## config.mk

```make
export PLATFORM = sky130hd
export DESIGN_NAME = emac_mdio_irq_combiner
export DESIGN_NICKNAME = d
export VERILOG_FILES = /design/src/hdl/irq_combiner_pkg.sv /design/src/hdl/event_channel.sv /design/src/hdl/emac_mdio_irq_combiner.sv
export VERILOG_INCLUDE_DIRS = /design/src /design/src/hdl
export SDC_FILE = /design/constraint.sdc
export NUM_CORES = 1
export LEC_CHECK = 0
export BUFFER_PORTS_ARGS = -buffer_cell sky130_fd_sc_hd__buf_2
export CAP_MARGIN = 20
export CORE_UTILIZATION = 54
export DETAILED_ROUTE_END_ITERATION = 7
export GPL_ROUTABILITY_DRIVEN = 0
export HOLD_SLACK_MARGIN = 0.06
export PLACE_DENSITY_LB_ADDON = 0.1
export RECOVER_POWER = 100
export SLEW_MARGIN = 30
export SYNTH_ARGS = -nofsm -noshare
export SYNTH_HDL_FRONTEND = slang
export SYNTH_SLANG_ARGS = --single-unit
```

## constraint.sdc

```tcl
create_clock -name clk_sys_i -period 3.4 [get_ports clk_sys_i]
set_input_delay 0.68 -clock clk_sys_i [delete_from_list [all_inputs] [get_ports clk_sys_i]]
set_output_delay 0.68 -clock clk_sys_i [all_outputs]
set_load 0.01 [all_outputs]
```

## src/hdl/irq_combiner_map.svh

```systemverilog
`ifndef IRQ_COMBINER_MAP_SVH
`define IRQ_COMBINER_MAP_SVH

// combiner registers
`define REG_COMBINER_CONTROL 8'h04
`define REG_PACING_COUNT 8'h08
// management-serial event registers, interrupt vector and phy select registers
`define REG_LINK_RAW 8'h10
`define REG_LINK_MASKED 8'h14
`define REG_ACCESS_RAW 8'h20
`define REG_ACCESS_MASKED 8'h24
`define REG_ACCESS_MASK_SET 8'h28
`define REG_ACCESS_MASK_CLEAR 8'h2C
`define REG_IRQ_VECTOR 8'h40
`define REG_PHY_SELECT0 8'h84
`define REG_PHY_SELECT1 8'h8C

// field positions
`define GLOBAL_EN_BIT 0
`define PACING_WIDTH 18
`define LINK_EN_BIT 6
`define PHY_ADDR_LSB 0
`define PHY_ADDR_WIDTH 5

// reset values
`define RESET_CONTROL 1'h0
`define RESET_PACING 18'h00000

// vector layout
`define VEC_TX_LSB 0
`define VEC_RX_LSB 8
`define VEC_STAT_BIT 16
`define VEC_HOST_BIT 17
`define VEC_LINK_BIT 18
`define VEC_ACCESS_BIT 19
`define VEC_WIDTH 20

`endif

```

## src/hdl/irq_combiner_pkg.sv

```systemverilog
package irq_combiner_pkg;
	typedef enum logic {
		pace_idle,
		pace_running
	} pace_state_t;
endpackage

```

## src/hdl/event_channel.sv

```systemverilog
`timescale 1ns/1ps
`default_nettype none
// one event channel: raw and masked sticky bits, write-one-to-clear
module event_channel (
	// clock and reset
	input wire logic clk_sys_i,
	input wire logic rst_i,
	// event and mask
	input wire logic event_i,
	input wire logic enable_i,
	input wire logic clear_i,
	// status
	output logic raw_o,
	output logic masked_o
);
	// a set arriving with the clear wins, so no event is lost
	always_ff @(posedge clk_sys_i or posedge rst_i) begin
		if (rst_i) begin
			raw_o <= 1'b0;
			masked_o <= 1'b0;
		end else begin
			raw_o <= event_i | (raw_o & ~clear_i);
			masked_o <= (event_i & enable_i) | (masked_o & ~clear_i);
		end
	end
endmodule
`default_nettype wire

```

## src/hdl/emac_mdio_irq_combiner.sv

```systemverilog
// Implementation choice: strobed register access.
`timescale 1ns/1ps
`default_nettype none
`include "irq_combiner_map.svh"
module emac_mdio_irq_combiner
	import irq_combiner_pkg::*;
#(
	parameter int NUM_CH = 8,
	parameter int NUM_PHY = 32
) (
	// clock and reset
	input wire logic clk_sys_i,
	input wire logic rst_i,
	// register port
	input wire logic [7:0] reg_addr_i,
	input wire logic [31:0] reg_wdata_i,
	input wire logic reg_write_i,
	input wire logic reg_read_i,
	output logic [31:0] reg_rdata_o,
	// mac level sources, same clock
	input wire logic [NUM_CH-1:0] tx_done_irq_i,
	input wire logic [NUM_CH-1:0] rx_done_irq_i,
	input wire logic statistics_irq_i,
	input wire logic host_error_irq_i,
	// management-serial state, same clock
	input wire logic [NUM_PHY-1:0] phy_link_state_i,
	input wire logic [1:0] user_access_go_i,
	// cpu interrupt, to cpu_irq_input_43
	output logic combined_irq_out_o,
	// management event levels
	output logic link_change_irq_o,
	output logic access_done_irq_o
);
	localparam int PW = `PACING_WIDTH;

	logic global_irq_enable;
	logic global_irq_enable_q;
	logic [PW-1:0] irq_pacing_count;
	logic [PW-1:0] pace_counter;
	pace_state_t pace_state;
	logic [4:0] monitored_phy_address [2];
	logic [1:0] link_irq_enable;
	logic [1:0] link_state_q;
	logic [1:0] go_q;
	logic [1:0] access_irq_mask_set;
	logic [1:0] link_irq_raw_status;
	logic [1:0] link_irq_masked_status;
	logic [1:0] access_irq_raw_status;
	logic [1:0] access_irq_masked_status;

	function automatic logic hit(input logic [7:0] a, input logic [7:0] off, input logic stb);
		hit = stb & (a == off);
	endfunction

	// decode
	wire wr_control = hit(reg_addr_i, `REG_COMBINER_CONTROL, reg_write_i);
	wire wr_pacing = hit(reg_addr_i, `REG_PACING_COUNT, reg_write_i);
	wire wr_link_masked = hit(reg_addr_i, `REG_LINK_MASKED, reg_write_i);
	wire wr_access_masked = hit(reg_addr_i, `REG_ACCESS_MASKED, reg_write_i);
	wire wr_mask_set = hit(reg_addr_i, `REG_ACCESS_MASK_SET, reg_write_i);
	wire wr_mask_clear = hit(reg_addr_i, `REG_ACCESS_MASK_CLEAR, reg_write_i);
	wire [1:0] wr_phy_sel;
	assign wr_phy_sel[0] = hit(reg_addr_i, `REG_PHY_SELECT0, reg_write_i);
	assign wr_phy_sel[1] = hit(reg_addr_i, `REG_PHY_SELECT1, reg_write_i);

	// per-channel events
	wire [1:0] link_now;
	wire [1:0] link_event;
	wire [1:0] access_event;
	genvar g;
	generate
		for (g = 0; g < 2; g++) begin : gen_ch
			assign link_now[g] = phy_link_state_i[monitored_phy_address[g]];
			// monitored link change gated by its enable
			assign link_event[g] = (link_now[g] != link_state_q[g]) & link_irq_enable[g];
			// go falling edge gated by the mask set bit
			assign access_event[g] = go_q[g] & ~user_access_go_i[g] & access_irq_mask_set[g];

			// bit g of the link registers belongs to select register g
			event_channel u_link (
				.clk_sys_i(clk_sys_i),
				.rst_i(rst_i),
				.event_i(link_event[g]),
				.enable_i(1'b1),
				.clear_i(wr_link_masked & reg_wdata_i[g]),
				.raw_o(link_irq_raw_status[g]),
				.masked_o(link_irq_masked_status[g])
			);
			// bit g of the access registers belongs to user access g
			event_channel u_access (
				.clk_sys_i(clk_sys_i),
				.rst_i(rst_i),
				.event_i(access_event[g]),
				.enable_i(1'b1),
				.clear_i(wr_access_masked & reg_wdata_i[g]),
				.raw_o(access_irq_raw_status[g]),
				.masked_o(access_irq_masked_status[g])
			);
		end
	endgenerate

	// new monitored address of each select register, as written
	wire [4:0] new_phy_address = reg_wdata_i[`PHY_ADDR_LSB +: `PHY_ADDR_WIDTH];
	// link state of the newly selected phy, so a re-point is not seen as a link change
	wire new_phy_link = phy_link_state_i[new_phy_address];

	// one process for both channels keeps every variable single-driven
	always_ff @(posedge clk_sys_i or posedge rst_i) begin
		if (rst_i) begin
			monitored_phy_address[0] <= 5'h00;
			monitored_phy_address[1] <= 5'h00;
			link_irq_enable <= 2'h0;
			link_state_q <= 2'h0;
			go_q <= 2'h0;
		end else begin
			go_q <= user_access_go_i;
			for (int i = 0; i < 2; i++) begin
				if (wr_phy_sel[i]) begin
					monitored_phy_address[i] <= new_phy_address;
					link_irq_enable[i] <= reg_wdata_i[`LINK_EN_BIT];
					link_state_q[i] <= new_phy_link;
				end else begin
					link_state_q[i] <= link_now[i];
				end
			end
		end
	end

	// only two management event kinds exist
	wire next_link_irq = |link_irq_masked_status;
	wire next_access_irq = |access_irq_masked_status;

	// vector of all 20 source levels
	wire [`VEC_WIDTH-1:0] irq_vector_status = {next_access_irq, next_link_irq, host_error_irq_i,
		statistics_irq_i, rx_done_irq_i, tx_done_irq_i};
	// every source merged into one
	wire any_source = |irq_vector_status;

	// pacing counter loads on enable rising only
	wire enable_rise = global_irq_enable & ~global_irq_enable_q;
	wire pace_zero = (pace_counter == '0);
	// gated by enable and a zero counter
	wire next_combined = global_irq_enable & pace_zero & any_source;

	always_ff @(posedge clk_sys_i or posedge rst_i) begin
		if (rst_i) begin
			global_irq_enable <= `RESET_CONTROL;
			irq_pacing_count <= `RESET_PACING;
			access_irq_mask_set <= 2'h0;
		end else begin
			if (wr_control)
				global_irq_enable <= reg_wdata_i[`GLOBAL_EN_BIT];
			if (wr_pacing)
				irq_pacing_count <= {1'b0, reg_wdata_i[PW-2:0]};
			if (wr_mask_set)
				access_irq_mask_set <= access_irq_mask_set | reg_wdata_i[1:0];
			else if (wr_mask_clear)
				access_irq_mask_set <= access_irq_mask_set & ~reg_wdata_i[1:0];
		end
	end

	// pacing state: reload on enable rise, count down each clock
	always_ff @(posedge clk_sys_i or posedge rst_i) begin
		if (rst_i) begin
			global_irq_enable_q <= 1'b0;
			pace_counter <= '0;
			pace_state <= pace_idle;
		end else begin
			global_irq_enable_q <= global_irq_enable;
			case (pace_state)
				pace_idle: begin
					if (enable_rise && irq_pacing_count != '0) begin
						pace_counter <= irq_pacing_count;
						pace_state <= pace_running;
					end
				end
				pace_running: begin
					// a fresh enable with a nonzero pacing count restarts the count, even mid-count
					if (enable_rise && irq_pacing_count != '0) begin
						pace_counter <= irq_pacing_count;
					end else begin
						if (pace_counter == {{(PW-1){1'b0}}, 1'b1})
							pace_state <= pace_idle;
						pace_counter <= pace_counter - 1'b1;
					end
				end
				default: pace_state <= pace_idle;
			endcase
		end
	end

	// registered output: disable then re-enable gives a fresh clean edge
	always_ff @(posedge clk_sys_i or posedge rst_i) begin
		if (rst_i) begin
			combined_irq_out_o <= 1'b0;
			link_change_irq_o <= 1'b0;
			access_done_irq_o <= 1'b0;
		end else begin
			combined_irq_out_o <= next_combined;
			link_change_irq_o <= next_link_irq;
			access_done_irq_o <= next_access_irq;
		end
	end

	// read mux; unmapped addresses read zero
	logic [31:0] next_rdata;
	always_comb begin
		next_rdata = 32'h0000_0000;
		case (reg_addr_i)
			`REG_COMBINER_CONTROL: next_rdata[`GLOBAL_EN_BIT] = global_irq_enable;
			`REG_PACING_COUNT: next_rdata[PW-1:0] = irq_pacing_count;
			`REG_LINK_RAW: next_rdata[1:0] = link_irq_raw_status;
			`REG_LINK_MASKED: next_rdata[1:0] = link_irq_masked_status;
			`REG_ACCESS_RAW: next_rdata[1:0] = access_irq_raw_status;
			`REG_ACCESS_MASKED: next_rdata[1:0] = access_irq_masked_status;
			`REG_ACCESS_MASK_SET: next_rdata[1:0] = access_irq_mask_set;
			`REG_ACCESS_MASK_CLEAR: next_rdata[1:0] = access_irq_mask_set;
			`REG_IRQ_VECTOR: next_rdata[`VEC_WIDTH-1:0] = irq_vector_status;
			`REG_PHY_SELECT0: begin
				next_rdata[`PHY_ADDR_LSB +: `PHY_ADDR_WIDTH] = monitored_phy_address[0];
				next_rdata[`LINK_EN_BIT] = link_irq_enable[0];
			end
			`REG_PHY_SELECT1: begin
				next_rdata[`PHY_ADDR_LSB +: `PHY_ADDR_WIDTH] = monitored_phy_address[1];
				next_rdata[`LINK_EN_BIT] = link_irq_enable[1];
			end
			default: next_rdata = 32'h0000_0000;
		endcase
	end

	always_ff @(posedge clk_sys_i or posedge rst_i) begin
		if (rst_i)
			reg_rdata_o <= 32'h0000_0000;
		else if (reg_read_i)
			reg_rdata_o <= next_rdata;
		else
			reg_rdata_o <= 32'h0000_0000;
	end
endmodule
`default_nettype wire

```

After elaboration in Yosys (flattened, before gate mapping):

Cells that the tools add are included.

* bits in registers: 99
* bits of input ports: 96
* output and inout bits: 35

* $add $sub $neg: 1
* magnitude comparators: 3
* equal/unequal tests: 15
* multiplexer cells: 25
* bitwise logic cells: 48
* reduce and logical (&&, ||, !) cells: 8

Operator list (count)
* 18-bit 2-to-1 mux: 2
* 18-bit one-hot mux with 2 select lines: 1
* 8-bit by 6-bit equality test with 1-bit output, second input constant: 4
* 1-bit AND: 29
* 11-bit one-hot mux with 2 select lines: 1
* 22-bit OR reduction: 1
* 20-bit 2-to-1 mux: 1
* 18-bit by 1-bit equality test with 1-bit output, second input constant: 1
* 18-bit zero test: 1
* 5-bit by 6-bit < comparator with 1-bit output, second input constant: 3
* 18-bit nonzero test: 1
* 18-bit by 1-bit subtractor with 18-bit output, second input constant: 1
* 8-bit by 5-bit equality test with 1-bit output, second input constant: 2
* 8-bit equality test, second input constant: 2
* 1-bit binary-select mux with 5-bit select: 3
* 3-bit one-hot mux with 4 select lines: 1
* 1-bit one-hot mux with 10 select lines: 1
* 1-bit one-hot mux with 9 select lines: 1
* 8-bit by 3-bit equality test with 1-bit output, second input constant: 1
* 8-bit by 4-bit equality test with 1-bit output, second input constant: 1
* 8-bit by 7-bit equality test with 1-bit output, second input constant: 1
* 1-bit 2-to-1 mux: 8
* 1-bit NOT: 8
* 1-bit bitwise OR: 8
* other kinds (11): 17

Depth between registers and ports, before layout:

* depth after elaboration: 6
* depth in mapped cells: 8
* gate-level depth less buffers: 7

Cells and area by module:

Synthesis repeated with hierarchy kept, for this count alone.

* cell total of the unflattened synthesis: 499
* area total of the unflattened synthesis: 5014.8 µm²

Modules (own cells, without submodules)
* emac_mdio_irq_combiner: times used 1, cells an instance 475, area each 4719.5 µm², seq. area each 1976.9 µm²
* event_channel: times used 4, cells an instance 6, area each 73.8 µm², seq. area each 50.0 µm²

Least setup slack after synthesis:

No wires, ideal clock.

* kind: input to register
* start: input port reg_wdata_i[0]
* end: register link_state_q[0]
* setup time: 0.131 ns
* arrival: 2.150 ns
* required time: 3.269 ns
* path slack: 1.120 ns
* stages: 6
* cells stage by stage: buf_6 > buf_8 > mux4_1 > mux4_2 > mux2i_1 > mux2i_1

* longest elaborated chain between the ends: 3

Ends and longest elaborated chain
* start, declared: RTL line emac_mdio_irq_combiner.sv:16 `input wire logic [31:0] reg_wdata_i,`
* 1-bit binary-select mux with 5-bit select: RTL line emac_mdio_irq_combiner.sv:105 `wire new_phy_link = phy_link_state_i[new_phy_address];`
* 1-bit 2-to-1 mux (not written as such): RTL line emac_mdio_irq_combiner.sv:105
* 1-bit 2-to-1 mux: RTL line emac_mdio_irq_combiner.sv:118 `if (wr_phy_sel[i]) begin`
* end signal, assigned by index: RTL line emac_mdio_irq_combiner.sv:121 `link_state_q[i] <= new_phy_link;`
* end signal, assigned by index: RTL line emac_mdio_irq_combiner.sv:123 `link_state_q[i] <= link_now[i];`
* end, declared: RTL line emac_mdio_irq_combiner.sv:43 `logic [1:0] link_state_q;`

No other way between the ends. The select of a mux whose other input is x is not followed.
A chain may end at the register's enable or synchronous reset.

Final worst setup path:

* start: input port reg_addr_i[5]
* end: register reg_rdata_o[8]

* longest elaborated chain between the ends: 3
* elaborated cells on any way between the ends: 4
* those cells by class: eq/ne: 2; mux: 2

Ends and longest elaborated chain
* start, declared: RTL line emac_mdio_irq_combiner.sv:15 `input wire logic [7:0] reg_addr_i,`
* 8-bit by 7-bit equality test with 1-bit output / 8-bit by 4-bit equality test with 1-bit output (equally long branches): RTL line emac_mdio_irq_combiner.sv:209 `case (reg_addr_i)`
* 11-bit one-hot mux with 2 select lines (*): RTL line emac_mdio_irq_combiner.sv:209
* 20-bit 2-to-1 mux (*): RTL line emac_mdio_irq_combiner.sv:234 `else if (reg_read_i)`
* end signal, assigned: RTL line emac_mdio_irq_combiner.sv:235 `reg_rdata_o <= next_rdata;`
* end, declared: RTL line emac_mdio_irq_combiner.sv:19 `output logic [31:0] reg_rdata_o,`

Mark *: on every way between the ends. The rest lies on a longest branch, timed or not.

==> results.sh <==
export IMPL_ios=131
export IMPL_p_per_area_nw_per_um2=472
export IMPL_synth_seq_area_share_pct=43.3
export IMPL_first_global_vias=3854
export IMPL_n_antenna_cell=0
export IMPL_grt_max_degree=47
export IMPL_cts_htree_levels=3
export IMPL_syn2layout_area_growth_pct=12.2
export IMPL_post_cts_setup_buffer_count=0
export IMPL_fillers=774
export IMPL_dpl_hpwl_um=9230
export IMPL_path_depth=6
export IMPL_cts_buffer_depth=2
export IMPL_syn_area_um2=5020
export IMPL_cts_buffers=9
export IMPL_drv_cap=1
export IMPL_path_buf_inv=1
export IMPL_crit_slowest_cell="and2_0"
export IMPL_synthDistinctLibCells=55
export IMPL_r2r_cells=5
export IMPL_tns_ns=0
export IMPL_cts_root_buf="clkbuf_8"
export IMPL_seqCellArea_um2=2180
export IMPL_grt_ovfl_total=0
export IMPL_cts_resized=0
export IMPL_path_class="primary input to register"
export IMPL_p_leak_nw=2.55
export IMPL_routed_wl_um=12100
export IMPL_fin_nets=668
export IMPL_worstPathRequired_ns=3.69
export IMPL_die_width_um=98.4
export IMPL_drive_gt1_share_pct=25.0
export IMPL_hold_worst_slack_ns=0.442
export IMPL_p_total_mw=2.66
export IMPL_fin_skew_ns=0.0136
export IMPL_startpoint_type="primary input"
export IMPL_fin_crit_sh_pct=80.8
export IMPL_wl_per_cell_um=17.8
export IMPL_clock_sinks=87
export IMPL_synthesis_instances=472
export IMPL_path_clk_slew_ns=0.09
export IMPL_tightest_slew_ns=2.01
export IMPL_die_area_um2=9690
export IMPL_synth_edff_count=0
export IMPL_synthFlopType="dfrtp_1"
export IMPL_avgSynthCellArea_um2=10.6
export IMPL_ir_worst_vdd_v=0.000243
export IMPL_maxSlewHeadroom_pct=-35.0
export IMPL_setup_viol=0
export IMPL_path_cells="clkbuf_1 -> nor4_1 -> nand2_1 -> nor4_4 -> and2_0 -> a22o_1"
export IMPL_hp_class="primary input to register"
export IMPL_slowest_delay_ns=0.69
export IMPL_async_flop_share_pct=100
export IMPL_fin_area_um2=5640
export IMPL_end_kind="register"
export IMPL_first_pass_iters=8
export IMPL_synth_seq_cells=87
export IMPL_cts_hold_buffers=0
export IMPL_cts_tree="done"
export IMPL_viasPerCell=5.96
export IMPL_grt_usage_pct=26.0
export IMPL_crit_family="simple AND/OR/NAND/NOR gates"
export IMPL_postRouteAntennaNets=0
export IMPL_drtIter0Drc=220
export IMPL_vias=4070
export IMPL_grt_pass1_wl_um=19600
export IMPL_start_util_pct=56.8
export IMPL_crit_fanout=11
export IMPL_port_buffers=103
export IMPL_multi_input_area_um2=2580
export IMPL_period_needed_ns=2.75
export IMPL_status="finished, violations left"
export IMPL_place_area_um2=5550
export IMPL_clock_latency_ns=0.36
export IMPL_fmax_mhz=364
export IMPL_drv_slew=47
export IMPL_drc=9
export IMPL_arrival_ns=3.04
export IMPL_rows=34
export IMPL_dieHeight_um=98.4
export IMPL_synth_warning_count=0
export IMPL_violations="design-rule violations, max-capacitance violations, max-slew violations"
export IMPL_whs_path_depth=1
export IMPL_final_hold_viol_count=0
export IMPL_antenna_found_initial=0
export IMPL_core_area_um2=8850
export IMPL_rsz0062_at_grt="no"
synth_stat cells (3+ instances only):
cell type / number / area [µm²]
mux2_2: 35 / 394
buf_6: 4 / 45.0
nor3b_1: 3 / 22.5
xnor2_1: 8 / 70.1
a22oi_1: 14 / 105
nand3_1: 8 / 40.0
nand4_1: 6 / 37.5
a22o_1: 12 / 105
mux2i_1: 32 / 320
o21ai_0: 7 / 35.0
nand2b_1: 6 / 37.5
xor2_1: 7 / 61.3
nor4_1: 10 / 62.6
buf_4: 12 / 90.1
nor2b_1: 8 / 50.1
mux4_2: 9 / 203
and3_1: 6 / 37.5
nand2_1: 42 / 158
and2_1: 4 / 25.0
or4_1: 6 / 45.0
a31oi_1: 4 / 25.0
nor3_1: 4 / 20.0
a211oi_1: 3 / 22.5
clkbuf_1: 4 / 15.0
a21oi_1: 28 / 140
dfrtp_1: 87 / 2180
inv_1: 13 / 48.8
nor2_1: 37 / 139
o211ai_1: 3 / 22.5
nand3b_1: 5 / 37.5
buf_2: 11 / 55.1
a21o_1: 4 / 30.0
state kept, by name, summed over array words and instances (netlist names), 10 cells and up, named ones only:
signal	flops
irq_pacing_count	17
pace_counter	18
reg_rdata_o	20
monitored_phy_address	10
where the power goes:
group	internal [mW]	switching, mW
registers	1.22	0.183
clock network	0.291	0.378
logic	0.293	0.302
per-layer routing:
metal	up-vias	GRT usage, %	share of wire, %
li1	1920	-	-
met1	1970	37.7	48
met2	163	40.2	45
met3	17	4.68	6.2
met4	0	7.69	1.5
met5	-	0	0
metrics by stage:
stage | worst slack [ns] | cells | util (%)
global placement | 0.759 | 667 | 62.7
floorplan | 0.470 | 483 | -
finish | 0.652 | 683 | 63.7
detailed placement | 0.720 | 667 | 62.7
global route | 0.507 | 683 | 63.7
CTS | 1.01 | 683 | 64.7
placed cells by master (no fill, tap or decap), types with 14 or more instances in the layout:
| cell type | count |
|---|---|
| mux2_2 | 34 |
| a21oi_1 | 28 |
| dfrtp_1 | 87 |
| nand2_1 | 42 |
| a22oi_1 | 14 |
| buf_2 | 75 |
| clkbuf_1 | 32 |
| nor2_1 | 37 |
| mux2i_1 | 32 |
final cells by class:
type | count | area share (%)
flip-flops and latches | 87 | 38.6
inverters | 13 | 0.888
clock inverters | 5 | 0.710
clock buffers | 11 | 2.51
multi-input cells | 350 | 45.7
repair buffers | 109 | 9.12
well taps | 108 | 2.40
cell families (layout without fill, tap and decap cells):
logic type	count (synthesis)	in the layout	synth area share (%)
multiplexers	77	77	18.8
flip-flops	87	87	43.3
AO/OA/AOI/OAI	87	87	11.9
other	1	12	0.0747
AND/OR/NAND/NOR	157	157	17.3
adder cells (fa/ha/maj)	2	2	0.498
buffers and inverters	46	138	5.43
XOR/XNOR	15	15	2.62
worst paths after layout:
check / from / end / slack (ns)
min: user_access_go_i[1] / go_q[1] / 0.44
max: reg_addr_i[5] / reg_rdata_o[8] / 0.65
max reg2reg: monitored_phy_address[5] / gen_ch[0].u_link.masked_o / 1.00
min reg2reg: gen_ch[1].u_access.raw_o / gen_ch[1].u_access.raw_o / 0.49
min in group asynchronous: rst_i / reg_rdata_o[15] / 0.82
max in group asynchronous: rst_i / link_state_q[0] / 1.49
Power figures use the tool's default switching activity.
